<file path="config.mk">
export PLATFORM = sky130hd
export DESIGN_NAME = btq_qual_end_flat
export DESIGN_NICKNAME = d
export VERILOG_FILES = /design/src/verilog/btq_pkg.sv /design/src/verilog/btq_if.sv /design/src/verilog/btq_qual_end.sv /design/src/flat_wrapper.sv
export VERILOG_INCLUDE_DIRS = /design/src /design/src/verilog
export SDC_FILE = /design/constraint.sdc
export NUM_CORES = 1
export LEC_CHECK = 0
export ABC_AREA = 1
export ABC_CLOCK_PERIOD_IN_PS = 1600
export BUFFER_PORTS_ARGS = -buffer_cell sky130_fd_sc_hd__buf_2
export CAP_MARGIN = 25
export CORE_AREA = 2 2 105 147
export DETAILED_ROUTE_END_ITERATION = 7
export DIE_AREA = 0 0 107 149
export PLACE_DENSITY = 0.68
export SLEW_MARGIN = 10
export SYNTH_ARGS = -nofsm -noshare
export SYNTH_HDL_FRONTEND = slang
export SYNTH_SLANG_ARGS = --single-unit
</file>
<file path="constraint.sdc">
create_clock -name ref_clk -period 1.6 [get_ports ref_clk]
set_input_delay 0.16 -clock ref_clk [delete_from_list [all_inputs] [get_ports ref_clk]]
set_output_delay 0.16 -clock ref_clk [all_outputs]
set_load 0.005 [all_outputs]
</file>
<file path="src/verilog/btq_consts.svh">
// constants shared by both ends of the trace qualifier link
`ifndef BTQ_CONSTS_SVH
`define BTQ_CONSTS_SVH

// access-class field width, positions, reset value and instruction value
`define BTQ_CLASS_W 2
`define BTQ_CLASS_UPPER 1
`define BTQ_CLASS_LOWER 0
`define BTQ_CLASS_RST 2'h0
`define BTQ_CLASS_INSTR 1'h1

// load data is the second read after its fetch
`define BTQ_LOAD_LAG 2
`define BTQ_BURST_WORDS 4

`endif

</file>
<file path="src/verilog/btq_pkg.sv">
// types of the trace qualifier end's record output, also used by the bench
package btq_pkg;

  typedef enum logic [1:0] {
    BTQ_KIND_NONE,
    BTQ_KIND_INSTR,
    BTQ_KIND_DATA,
    BTQ_KIND_WRITE
  } btq_kind_e;

endpackage : btq_pkg

</file>
<file path="src/verilog/btq_if.sv">
// link between the cpu bus end and the trace qualifier end
`timescale 1ns/1ps
`default_nettype none

interface btq_if;
  logic ale;
  logic [1:0] access_class;
  logic wr_n;
  logic rd_n;
  logic ack_n;
  logic read_word_strobe_n;
  logic [31:0] ad;

  modport cpu (
    output ale,
    output access_class,
    output wr_n,
    output rd_n,
    output ack_n,
    output read_word_strobe_n,
    output ad
  );

  modport qual (
    input ale,
    input access_class,
    input wr_n,
    input rd_n,
    input ack_n,
    input read_word_strobe_n,
    input ad
  );
endinterface : btq_if

`default_nettype wire

</file>
<file path="src/verilog/btq_qual_end.sv">
// trace qualifier end: holds access class, forms capture strobes
`timescale 1ns/1ps
`default_nettype none
`include "btq_consts.svh"

module btq_qual_end (
  // clock and reset
  input wire logic ref_clk,
  input wire logic sys_rst,
  // link
  btq_if.qual bus,
  // trace record out
  output logic cap_valid,
  output btq_pkg::btq_kind_e cap_kind,
  output logic [31:0] cap_addr,
  output logic [31:0] cap_data,
  output logic cap_load_data,
  output logic cacheable_probe,
  output logic instr_or_data_probe,
  output logic [1:0] held_access_class
);

  // ----------------------------------------
  // pin synchronisers
  // ----------------------------------------
  // ref_clk stands in for the double-rate clock, both cpu phases seen
  logic [5:0] s1_r;
  logic [5:0] s2_r;
  logic [31:0] ad1_r;
  logic [31:0] ad2_r;

  always_ff @(posedge ref_clk) begin
    if (sys_rst) begin
      // idle levels: ale low, strobes high, so no false latch after reset
      s1_r <= 6'h1e;
      s2_r <= 6'h1e;
    end else begin
      s1_r <= {bus.ale, bus.wr_n, bus.rd_n, bus.ack_n,
               bus.read_word_strobe_n, 1'b0};
      s2_r <= s1_r;
    end
  end

  always_ff @(posedge ref_clk) begin
    if (sys_rst) begin
      ad1_r <= 32'h0;
      ad2_r <= 32'h0;
    end else begin
      ad1_r <= bus.ad;
      ad2_r <= ad1_r;
    end
  end

  logic [1:0] cls1_r;
  logic [1:0] cls2_r;
  always_ff @(posedge ref_clk) begin
    if (sys_rst) begin
      cls1_r <= `BTQ_CLASS_RST;
      cls2_r <= `BTQ_CLASS_RST;
    end else begin
      cls1_r <= bus.access_class;
      cls2_r <= cls1_r;
    end
  end

  logic ale_s;
  logic wr_n_s;
  logic rd_n_s;
  logic ack_n_s;
  logic rws_n_s;
  assign ale_s = s2_r[5];
  assign wr_n_s = s2_r[4];
  assign rd_n_s = s2_r[3];
  assign ack_n_s = s2_r[2];
  assign rws_n_s = s2_r[1];

  logic ale_d_r;
  logic wr_n_d_r;
  logic strobe_d_r;
  logic [31:0] addr_r;
  logic [1:0] class_r;

  // ----------------------------------------
  // address and class hold
  // ----------------------------------------
  // last sample while ale is high is the one just before it falls,
  // so the muxed bus gives the address without separate probes
  always_ff @(posedge ref_clk) begin
    if (sys_rst) begin
      addr_r <= 32'h0;
      class_r <= `BTQ_CLASS_RST;
    end else if (ale_s) begin
      addr_r <= ad2_r;
      class_r <= cls2_r;
    end
  end

  always_ff @(posedge ref_clk) begin
    if (sys_rst) begin
      ale_d_r <= 1'b0;
      wr_n_d_r <= 1'b1;
      strobe_d_r <= 1'b0;
    end else begin
      ale_d_r <= ale_s;
      wr_n_d_r <= wr_n_s;
      strobe_d_r <= ~ack_n_s | ~rws_n_s;
    end
  end

  // ----------------------------------------
  // class probes, only cacheable_probe qualified by wr_n
  // ----------------------------------------
  always_ff @(posedge ref_clk) begin
    if (sys_rst) begin
      held_access_class <= `BTQ_CLASS_RST;
      cacheable_probe <= 1'b0;
      instr_or_data_probe <= 1'b0;
    end else begin
      held_access_class <= class_r;
      // class is junk on writes, so gate it with the write strobe
      cacheable_probe <= class_r[`BTQ_CLASS_UPPER] & wr_n_s;
      // lower bit passed as is; only meaningful while the upper bit is set
      instr_or_data_probe <= class_r[`BTQ_CLASS_LOWER];
    end
  end

  // ----------------------------------------
  // capture strobes
  // ----------------------------------------
  // read fires on the rise of the combined level, so each burst word
  // gives one record; no deassert of rd between cycles is assumed
  logic rd_fire;
  logic wr_fire;
  assign rd_fire = ~rd_n_s & (~ack_n_s | ~rws_n_s) & ~strobe_d_r;
  // write data is taken as wr_n rises, the last moment it stands on ad
  assign wr_fire = wr_n_s & ~wr_n_d_r;

  // read counter since last cacheable instruction fetch
  // saturates at three, so a long run of reads never wraps into a
  // false load-data mark
  logic [1:0] since_fetch_r;
  logic fetch_seen_r;

  always_ff @(posedge ref_clk) begin
    if (sys_rst) begin
      since_fetch_r <= 2'h0;
      fetch_seen_r <= 1'b0;
    end else if (rd_fire) begin
      if (class_r[`BTQ_CLASS_UPPER] &&
          class_r[`BTQ_CLASS_LOWER] == `BTQ_CLASS_INSTR) begin
        since_fetch_r <= 2'h0;
        fetch_seen_r <= 1'b1;
      end else if (since_fetch_r != 2'h3) begin
        since_fetch_r <= since_fetch_r + 2'h1;
      end
    end
  end

  always_ff @(posedge ref_clk) begin
    if (sys_rst) begin
      cap_valid <= 1'b0;
      cap_kind <= btq_pkg::BTQ_KIND_NONE;
      cap_addr <= 32'h0;
      cap_data <= 32'h0;
      cap_load_data <= 1'b0;
    end else begin
      cap_valid <= rd_fire | wr_fire;
      cap_load_data <= 1'b0;
      if (wr_fire) begin
        cap_kind <= btq_pkg::BTQ_KIND_WRITE;
        cap_addr <= addr_r;
        cap_data <= ad2_r;
      end else if (rd_fire) begin
        cap_addr <= addr_r;
        cap_data <= ad2_r;
        if (!class_r[`BTQ_CLASS_UPPER]) begin
          cap_kind <= btq_pkg::BTQ_KIND_NONE;
        end else if (class_r[`BTQ_CLASS_LOWER] == `BTQ_CLASS_INSTR) begin
          cap_kind <= btq_pkg::BTQ_KIND_INSTR;
        end else begin
          cap_kind <= btq_pkg::BTQ_KIND_DATA;
        end
        cap_load_data <= fetch_seen_r &&
          (since_fetch_r + 2'h1 == 2'(`BTQ_LOAD_LAG));
      end
    end
  end

endmodule : btq_qual_end

`default_nettype wire

</file>
<file path="src/flat_wrapper.sv">
// flat-port wrapper written by rule: the top's interface ports become plain ports
module btq_qual_end_flat 
  (ref_clk, sys_rst, cap_valid, cap_kind, cap_addr, cap_data, cap_load_data, cacheable_probe, instr_or_data_probe, held_access_class, bus_ale, bus_access_class, bus_wr_n, bus_rd_n, bus_ack_n, bus_read_word_strobe_n, bus_ad);
  btq_if bus_i ();
  input wire logic ref_clk;
  input wire logic sys_rst;
  output logic cap_valid;
  output btq_pkg::btq_kind_e cap_kind;
  output logic [31:0] cap_addr;
  output logic [31:0] cap_data;
  output logic cap_load_data;
  output logic cacheable_probe;
  output logic instr_or_data_probe;
  output logic [1:0] held_access_class;
  input wire logic [$bits(bus_i.ale)-1:0] bus_ale;
  input wire logic [$bits(bus_i.access_class)-1:0] bus_access_class;
  input wire logic [$bits(bus_i.wr_n)-1:0] bus_wr_n;
  input wire logic [$bits(bus_i.rd_n)-1:0] bus_rd_n;
  input wire logic [$bits(bus_i.ack_n)-1:0] bus_ack_n;
  input wire logic [$bits(bus_i.read_word_strobe_n)-1:0] bus_read_word_strobe_n;
  input wire logic [$bits(bus_i.ad)-1:0] bus_ad;
  assign bus_i.ale = bus_ale;
  assign bus_i.access_class = bus_access_class;
  assign bus_i.wr_n = bus_wr_n;
  assign bus_i.rd_n = bus_rd_n;
  assign bus_i.ack_n = bus_ack_n;
  assign bus_i.read_word_strobe_n = bus_read_word_strobe_n;
  assign bus_i.ad = bus_ad;
  btq_qual_end u_core (.ref_clk(ref_clk), .sys_rst(sys_rst), .bus(bus_i), .cap_valid(cap_valid), .cap_kind(cap_kind), .cap_addr(cap_addr), .cap_data(cap_data), .cap_load_data(cap_load_data), .cacheable_probe(cacheable_probe), .instr_or_data_probe(instr_or_data_probe), .held_access_class(held_access_class));
endmodule
</file>
==> results.yml, run 1 <==
synth:
  yosysTopAreaCell: "dfxtp_1"
  synth-compound-area-share_pct: 3.22
  synthSimpleGateAreaFrac_pct: 29.2
  ys_top_cells_by_area: "dfxtp_1 58%, nor2_1 16%, nand3b_1 7.4%"
  ys.flop_type: "dfxtp_1"
  synth_edf_count: 0
  synth_cell_types: 19
  yosysMostFrequentCell: "nor2_1"
  synth_top_family_by_area: "simple AND/OR/NAND/NOR gates"
  ys_async_sr_fraction_pct: 0
  synthAdderAreaFrac_pct: 0.388
  synthesis.nets: 834
  syn_area_mm2: 0.00646
  yosysSeqAreaShare_pct: 58.3
  syn_inst: 791
  syn_avg_cell_area_um2: 8.16
  yosysTopAreaCellShare_pct: 58.3
  yosys-top-cells-count: "272 x nor2_1, 188 x dfxtp_1, 80 x inv_1"
  synth_warnings: 0
  yosys-mux-area-fraction_pct: 0
  synth_xor_area_share_pct: 0
  ys_ff_latch: 188
detailed_routing:
  vias: 5137
  avgViaCountPerCell: 4.54
  drt_iter0_markers: 262
  drc_errors: 0
  wl_mm: 13.9
  ant_nets: 0
  wl_per_cell_um: 12.3
  drtPass1Iterations: 4
cts:
  cts.path.max_buffers: 2
  ctsResizeCount: 0
  clock_sinks: 188
  tritoncts: "built"
  insertion_delay_ns: 0.42
  root_buffer: "clkbuf_16"
  post-cts-setup-buffers: 0
  cts.hold.buffers_added: 39
  clkTransAtPathRegs_ns: 0.07
  htreeDepth: 4
  tritoncts.num_buffers: 17
worst_setup_path:
  crit_chain: "nor2_1, nand2_2, buf_4, nor2_1, nor2_1, nor2_1"
  crit_top_cell: "nor2_1"
  critical_path_arrival_ns: 1.57
  slowest_delay_ns: 0.36
  cp_slowest_cell: "buf_4"
  required_ns: 1.91
  worstSetupPathType: "flop to flop"
  end_kind: "flop"
  crit_fanout: 33
  startpoint_type: "flop"
floorplanning:
  core_area_mm2: 0.0148
  die_h_um: 149
  num_io_pins: 113
  start_util_pct: 43.7
  dieArea_mm2: 0.0159
  fp.dieW_um: 107
  rows: 53
timing:
  max_freq_mhz: 790
  hold_viol_final: 0
  grt_setup_unrepaired: "no"
  period_needed_ns: 1.27
  relSlewSlack_pct: 69.7
  worstMarginPinSlew_ns: 0.454
  finalHoldWorstSlack_ns: 0.216
  setup_violations: 0
  clock_skew_ns: 0.00947
  slew_viol_final: 0
  fin_crit_sh_pct: 79.1
  final.setup.tns_ns: 0
power_and_ir_drop:
  intPower_mw: 7.42
  p_sw_mw: 2.27
  swShare_pct: 23.5
  p_leak_nw: 4.27
  ir_drop_mv: 0.710
  clkPwrFrac_pct: 41.2
  comb_power_share_pct: 7.2
  seq_power_share_pct: 51.5
  power_density_mw_per_mm2: 1200
layout:
  drive_gt1_share_pct: 18.0
  final_nets: 969
  n_antenna_cell: 0
  fill_cells: 1398
  area_delta_synth_final_pct: 25.3
global_route:
  grt_pass1_wl_mm: 23.4
  grt.total_usage_pct: 18.4
  grt_max_degree: 86
  gr-total-overflow: 0
  antenna_found_initial: 0
  grt_pass1_vias: 5044
placement:
  hpwlAfterDp_mm: 8.25
  gp_congestion: 0.765
  portBuffers: 112
status:
  status: "complete, no violations"
worst_hold_path:
  holdCritPathClass: "input port to flop"
run:
  max_cap_viol_count: 0
## cell families (layout without fill, tap and decap cells)
group           after synthesis  in the layout
compound gates               41             41
fa+ha+maj                     2              2
buf+inv                     131            279
flops                       188            188
simple gates                429            429
## per-layer routing
layer / GRT usage [%] / share of wire (%)
met5: 0 / 0
met4: 7.34 / 2.2
met2: 32.4 / 50
met3: 3.28 / 3.4
met1: 22.1 / 44
## worst max-delay path: cells and delay by family (launching register included)
family        cells  cell delay, ns
buf+inv           1            0.36
flops             1            0.35
simple gates      5            0.44
## layout by cell type (no fill, tap or decap), types with 2 or more instances in the layout
master	count
a21oi_1	4
buf_12	3
buf_2	112
buf_4	11
clkbuf_1	2
clkbuf_16	17
clkinv_2	2
clkinvlp_4	3
dfxtp_1	188
dlygate4sd3_1	39
ha_1	2
inv_1	79
inv_6	5
inv_8	2
nand2_1	76
nand2_2	3
nand3_1	4
nand3b_1	64
nor2_1	272
nor3_1	2
o21ai_0	36
or2_2	8
## worst paths after layout
path | cells past startpoint | slack, ns | end | startpoint
worst max-delay path | 6 | 0.33 | u_core.since_fetch_r[1] | u_core.s2_r[3]
worst min-delay path | 4 | 0.22 | u_core.cap_data[10] | sys_rst
worst max register to register | 6 | 0.33 | u_core.since_fetch_r[1] | u_core.s2_r[3]
worst min register to register | 2 | 0.40 | u_core.ad2_r[3] | u_core.ad1_r[3]
## state kept, by name, indices dropped and copies added (netlist names)
| name | flops |
|---|---|
| u_core.ad1_r | 32 |
| u_core.ad2_r | 32 |
| u_core.addr_r | 32 |
| u_core.cacheable_probe | 1 |
| u_core.cap_addr | 32 |
| u_core.cap_data | 32 |
| u_core.cap_kind | 2 |
| u_core.cap_load_data | 1 |
| u_core.cap_valid | 1 |
| u_core.class_r | 2 |
| u_core.cls1_r | 2 |
| u_core.cls2_r | 2 |
| u_core.fetch_seen_r | 1 |
| u_core.held_access_class | 2 |
| u_core.s1_r | 5 |
| u_core.s2_r | 5 |
| u_core.since_fetch_r | 2 |
| u_core.strobe_d_r | 1 |
| u_core.wr_n_d_r | 1 |
## layout make-up
cell class | instances | area [µm²] | share of cell area (%)
Sequential cell | 188 | 3760 | 46.5
Multi-Input combinational cell | 472 | 2120 | 26.2
Timing Repair Buffer | 165 | 1090 | 13.5
Clock buffer | 19 | 433 | 5.35
Inverter | 82 | 309 | 3.82
Tap cell | 192 | 240 | 2.97
Clock inverter | 13 | 133 | 1.64
## metrics by stage
step                worst slack [ns]  instances  utilization, %  instance area (µm²)  total power, mW
floorplan                      0.493        791               -                 6460             5.49
global placement               0.368       1060            48.2                 7130             5.72
detailed placement             0.348       1060            48.2                 7130             5.73
CTS                            0.320       1131            54.7                 8090             9.80
global route                   0.204       1131            54.7                 8090             10.1
finish                         0.335       1131            54.7                 8090             9.70
## power by group through the flow
| stage | sequential (mW) | combinational (mW) | clock, mW |
|---|---|---|---|
| floorplan | 5.09 | 0.404 | 0 |
| global placement | 5.10 | 0.619 | 0 |
| detailed placement | 5.10 | 0.631 | 0 |
| CTS | 5.00 | 0.708 | 4.10 |
| global route | 5.02 | 0.807 | 4.31 |
| finish | 5.00 | 0.702 | 4.00 |
(Power assumes the default switching activity.)
==> run 2: changes to the inputs <==
ABC_AREA = 0   (was 1)
ABC_CLOCK_PERIOD_IN_PS = 1200   (was 1600)
CORE_AREA = 2 2 107 151   (was 2 2 105 147)
DIE_AREA = 0 0 109 153   (was 0 0 107 149)
clock period = 1.2 ns   (was 1.6 ns; I/O delays follow)
==> run 2 against run 1 <==
  * The flow now finishes with violations (setup timing)
  * Global-route usage is 2.7 points lower
  * Worst hold slack worse by 0.15 ns
  * Clock skew fell by 0.0035 ns
  * Sequential power rose by 29%
  * Clock power up 36%
  * Register-to-register slack got worse by 0.49 ns
  * Synthesized cell count decreased by 23%
  * Fmax is 6.3% lower
  * Critical endpoint is now u_core.cap_data[23]
==> results.yml, run 2 <==
status:
  status: "finished, violations left"
  failed_checks: "setup timing"
synth:
  ys_async_sr_fraction_pct: 0
  synth_cell_types: 26
  yosysTopAreaCell: "dfxtp_1"
  syn_area_mm2: 0.00677
  synth_warnings: 0
  yosysSeqAreaShare_pct: 55.6
  syn_inst: 612
  yosysMostFrequentCell: "dfxtp_1"
  yosys-top-cells-count: "188 x dfxtp_1, 72 x nor2b_1, 65 x nand3_1"
  syn_avg_cell_area_um2: 11.1
  ys.flop_type: "dfxtp_1"
  synthesis.nets: 655
  synth_edf_count: 0
  ys_ff_latch: 188
  ys_top_cells_by_area: "dfxtp_1 56%, a21bo_1 9.5%, a21oi_2 8.3%"
  yosysTopAreaCellShare_pct: 55.6
detailed_routing:
  vias: 4644
  drt_iter0_markers: 184
  routedLengthMet1_mm: 6.02
  avgViaCountPerCell: 4.85
  wl_mm: 13.6
  wl_met3_um: 538
  drtPass1Iterations: 5
  routed-wl-met2_mm: 6.77
  maxUsedRoutingLayer: "met4"
  ant_nets: 0
  drc_errors: 0
  wl_per_cell_um: 14.2
power_and_ir_drop:
  p_leak_nw: 3.33
  clkPwrFrac_pct: 43.4
  comb_power_share_pct: 5.1
  seq_power_share_pct: 51.6
  intPower_mw: 9.81
  ir_drop_mv: 0.891
  power_density_mw_per_mm2: 1440
  p_sw_mw: 2.73
  swShare_pct: 21.7
global_route:
  antenna_found_initial: 0
  grt_pass1_wl_mm: 20.5
  grt.total_usage_pct: 15.7
  grt_max_degree: 63
  gr-total-overflow: 0
  grt_pass1_vias: 4285
worst_setup_path:
  timing.rr.end: "u_core.cap_data[23]"
  crit_fanout: 15
  r2r_cells: 4
  crit_start: "u_core.s2_r[1]"
  r2r_start: "u_core.s2_r[1]"
  end_kind: "flop"
  required_ns: 1.57
  regToRegSetupSlack_ns: -0.15
  worstSetupPathType: "flop to flop"
  critPathCapture: "u_core.cap_data[23]"
  critical_path_arrival_ns: 1.72
  startpoint_type: "flop"
worst_hold_path:
  holdCritPathClass: "input port to flop"
cts:
  tritoncts: "built"
  root_buffer: "clkbuf_16"
  cts.path.max_buffers: 2
  clkTransAtPathRegs_ns: 0.07
  insertion_delay_ns: 0.43
  clock_sinks: 188
  htreeDepth: 4
  tritoncts.num_buffers: 17
floorplanning:
  start_util_pct: 44.2
  fp.dieW_um: 109
  dieArea_mm2: 0.0167
  core_area_mm2: 0.0153
  die_h_um: 153
  rows: 54
  num_io_pins: 113
run:
  max_cap_viol_count: 0
timing:
  grt_setup_unrepaired: "yes"
  final.setup.tns_ns: -7.47
  clock_skew_ns: 0.00595
  max_freq_mhz: 740
  slew_viol_final: 0
  period_needed_ns: 1.35
  fin_ws_ns: -0.151
  relSlewSlack_pct: 73.0
  setup_violations: 68
  worstMarginPinSlew_ns: 0.404
  hold_viol_final: 0
  fin_crit_sh_pct: 113
placement:
  gp_congestion: 0.768
  hpwlAfterDp_mm: 8.04
  portBuffers: 112
layout:
  final_cell_mix: "184 x dfxtp_1, 111 x buf_2, 72 x nor2b_1"
  fill_cells: 1275
  n_antenna_cell: 0
  area_delta_synth_final_pct: 28.1
  final_nets: 792
  fin_util_pct: 56.6
  final_common_cell: "dfxtp_1"
  drive_gt1_share_pct: 32.7
## run 2: cell types whose count changed in the layout (fill, tap and decap cells not counted), sizes merged, moves of 3 or more
cell,before,now
a21bo,0,64
a21oi,4,70
buf,126,129
clkbuf,19,23
clkinv,4,7
inv,87,4
mux2i,0,34
nand2,79,2
nand3,4,65
nand3b,64,3
nor2,272,35
nor2b,0,72
o21ai,36,2
## run 2: metal layers
metal | up-vias | global-route usage [%]
met4 | 0 | 6.84
met2 | 100 | 26.0
met1 | 2173 | 18.7
met3 | 22 | 4.39
li1 | 2349 | -
met5 | - | 0
## run 2: worst min path at each step
stage	from	end	depth (start not counted)
6_report	sys_rst	u_core.cap_valid	2
5_1_grt	sys_rst	u_core.ad2_r[30]	2
4_1_cts	sys_rst	u_core.class_r[1]	2
2_1_floorplan	bus_read_word_strobe_n	u_core.s1_r[1]	1
3_5_place_dp	bus_wr_n	u_core.s1_r[4]	2
3_3_place_gp	bus_wr_n	u_core.s1_r[4]	2
## run 2: logic make-up after synthesis
logic type,count (synthesis),share of synthesized area [%]
multiplexers,34,5.03
flip-flops,188,55.6
AND/OR/NAND/NOR,189,15.0
AO/OA/AOI/OAI,141,18.9
adder cells (fa/ha/maj),2,0.369
buffers and inverters,58,5.17
## run 2: power by group through the flow
stage | Combinational [mW] | Clock, mW | Sequential, mW
3_3_place_gp | 0.504 | 0 | 6.59
3_5_place_dp | 0.517 | 0 | 6.60
4_1_cts | 0.614 | 5.55 | 6.46
2_1_floorplan | 0.349 | 0 | 6.57
6_report | 0.635 | 5.44 | 6.46
5_1_grt | 0.693 | 5.82 | 6.47
## run 2: timing repair
action                     CTS  global route
pin swaps                    0             4
hold buffers                39             0
buffers inserted             0             0
resized for setup            2            11
hold endpoints to repair    39             0
setup endpoints to repair   69            69
cloned                       0             7
## run 2: critical path, cell delays in order, from the launching register on
cell	delay (ns)
dfxtp_2	0.36
a211o_4	0.42
clkbuf_16	0.21
a21bo_1	0.19
a21oi_2	0.12
## run 2: layout make-up
type	instances	area [µm²]	share of cell area (%)
Sequential cell	188	3770	43.4
Multi-Input combinational cell	367	2710	31.2
Timing Repair Buffer	173	1370	15.8
Clock buffer	18	429	4.95
Tap cell	196	245	2.83
Clock inverter	14	146	1.69
Inverter	2	7.51	0.0865
## run 2: stage by stage
step                area, µm²  instances  power, mW  setup slack, ns  hold WS (ns)
floorplan                6780        612       6.92          -0.0668         0.224
global placement         7520        880       7.10          -0.0777         0.308
detailed placement       7520        880       7.11           -0.126         0.310
CTS                      8480        951       12.6           -0.139        0.0593
global route             8680        958       13.0           -0.182        0.0786
finish                   8680        958       12.5           -0.151        0.0671
==> run 3: changes to the inputs <==
ABC_AREA = unset   (was 0)
CORE_AREA = 2 2 143 200   (was 2 2 107 151)
DIE_AREA = 0 0 145 202   (was 0 0 109 153)
PLACE_DENSITY = unset   (was 0.68)
==> run 3 against run 2 <==
  * The run still ends with setup timing left
  * Power down 1.1%
  * Via count is 0.95% lower
  * Combinational power shrank 0.6%
  * Design area up 0.37%
  * Die area up 76%
  * Final cell count up 18%
  * Register-to-register slack about the same
  * Sequential power hardly changed
  * Global-route usage decreased by 5.7 points
  * Clock-buffer cell count is 1 higher
  * First-iteration DRC count fell by 22%
==> results.yml, run 3 (synthesis gave the netlist of run 2 again) <==
status:
  status: "finished, violations left"
  failed_checks: "setup timing"
cts:
  clock_sinks: 188
  root_buffer: "clkbuf_16"
  tritoncts: "built"
  insertion_delay_ns: 0.44
  htreeDepth: 4
  post-cts-setup-buffers: 0
  cts.path.max_buffers: 2
  clkTransAtPathRegs_ns: 0.07
  tritoncts.num_buffers: 17
floorplanning:
  start_util_pct: 24.6
  fp.dieW_um: 145
  num_io_pins: 113
  dieArea_mm2: 0.0293
  rows: 72
  die_h_um: 202
  core_area_mm2: 0.0275
placement:
  placed_area_mm2: 0.00776
  portBuffers: 112
  hpwlAfterDp_mm: 9.37
  gp_congestion: 0.700
timing:
  hold_viol_final: 0
  relSlewSlack_pct: 72.7
  slew_viol_final: 0
  max_freq_mhz: 748
  grt_setup_unrepaired: "yes"
  clock_skew_ns: 0.00758
  fin_crit_sh_pct: 111
  period_needed_ns: 1.34
  fin_ws_ns: -0.137
  worstMarginPinSlew_ns: 0.409
  setup_violations: 66
worst_setup_path:
  end_kind: "flop"
  startpoint_type: "flop"
  regToRegSetupSlack_ns: -0.14
  crit_fanout: 51
  worstSetupPathType: "flop to flop"
  r2r_cells: 4
  critical_path_arrival_ns: 1.71
  timing.rr.end: "u_core.cap_data[16]"
  crit_start: "u_core.s2_r[2]"
  r2r_start: "u_core.s2_r[2]"
  required_ns: 1.58
detailed_routing:
  avgViaCountPerCell: 4.07
  wl_mm: 14.1
  ant_nets: 0
  drt_iter0_markers: 144
  vias: 4600
  drtPass1Iterations: 4
  drc_errors: 0
  wl_per_cell_um: 12.5
power_and_ir_drop:
  power_density_mw_per_mm2: 1420
  p_leak_nw: 3.26
  total_power_mw: 12.4
  ir_drop_mv: 0.943
global_route:
  grt_pass1_vias: 4336
  gr-total-overflow: 0
  grt.total_usage_pct: 9.97
  antenna_found_initial: 0
  grt_pass1_wl_mm: 22.9
  grt_max_degree: 71
layout:
  n_antenna_cell: 0
  drive_gt1_share_pct: 31.8
  fin_area_mm2: 0.00871
  area_delta_synth_final_pct: 28.6
  final_common_cell: "dfxtp_1"
  fill_cells: 2812
  final_nets: 790
  final_cell_mix: "186 x dfxtp_1, 111 x buf_2, 72 x nor2b_1"
worst_hold_path:
  min_delay_worst_endpoint: "u_core.addr_r[23]"
  min_from: "sys_rst"
  holdPathStages: 2
  holdCritPathClass: "input port to flop"
run:
  max_cap_viol_count: 0
## run 3: cell types whose count changed in the layout (fill, tap and decap cells not counted), sizes merged, moves of 2 or more
cell	delta
buf	+4
inv	+5
clkbuf	-4
bufinv	-2
clkinv	-3
## run 3: where the power goes
group	switching, mW	total, mW	leakage, nW	internal, mW
clock network	2.56	5.31	0.267	2.76
logic	0.298	0.631	1.46	0.333
registers	0.0614	6.45	1.53	6.39
total	2.92	12.4	3.26	9.48
## run 3: through the flow
stage	TNS (ns)	setup WS, ns	instances	util [%]	hold slack [ns]
floorplan	-3.85	-0.0668	612	-	0.224
global placement	-4.63	-0.111	1059	28.2	0.309
detailed placement	-5.86	-0.129	1059	28.2	0.319
CTS	-6.41	-0.138	1130	31.7	0.0230
global route	-9.53	-0.194	1130	31.7	0.0599
finish	-6.21	-0.137	1130	31.7	0.0431
## run 3: worst max-delay path by stage
stage,slack [ns],endpoint,cells after the start
floorplan,-0.07,u_core.cap_addr[10],6
global placement,-0.11,u_core.cap_data[31],4
detailed placement,-0.13,u_core.cap_data[31],4
CTS,-0.14,u_core.cap_data[16],4
global route,-0.19,u_core.cap_data[16],4
finish,-0.14,u_core.cap_data[16],4
## run 3: area by class of cell
type                            instances  area [µm²]  share of cell area [%]
Tap cell                              370         463                    5.32
Timing Repair Buffer                  172        1240                    14.3
Multi-Input combinational cell        366        2680                    30.8
Inverter                                2        7.51                  0.0862
Clock inverter                         13         106                    1.22
Clock buffer                           19         443                    5.09
Sequential cell                       188        3770                    43.2
## run 3: repair_timing
item	4_1_cts	5_1_grt
pin swaps	0	3
hold endpoints to repair	39	0
endpoints found under the setup margin	69	69
gates resized for setup	3	0
hold buffers	39	0
## run 3: critical path, stage by stage, from the launching register on
cell	delay [ns]
dfxtp_2	0.33
a211o_4	0.38
buf_12	0.19
a21bo_1	0.21
a21oi_2	0.13
## run 3: per-layer routing
layer  GRT usage, %  share of wire, %  wire length, µm
met1           11.5                45             6300
met2           17.0                50             7100
met3           2.84               3.1              437
met4           4.67               2.2              307
met5              0                 0                0
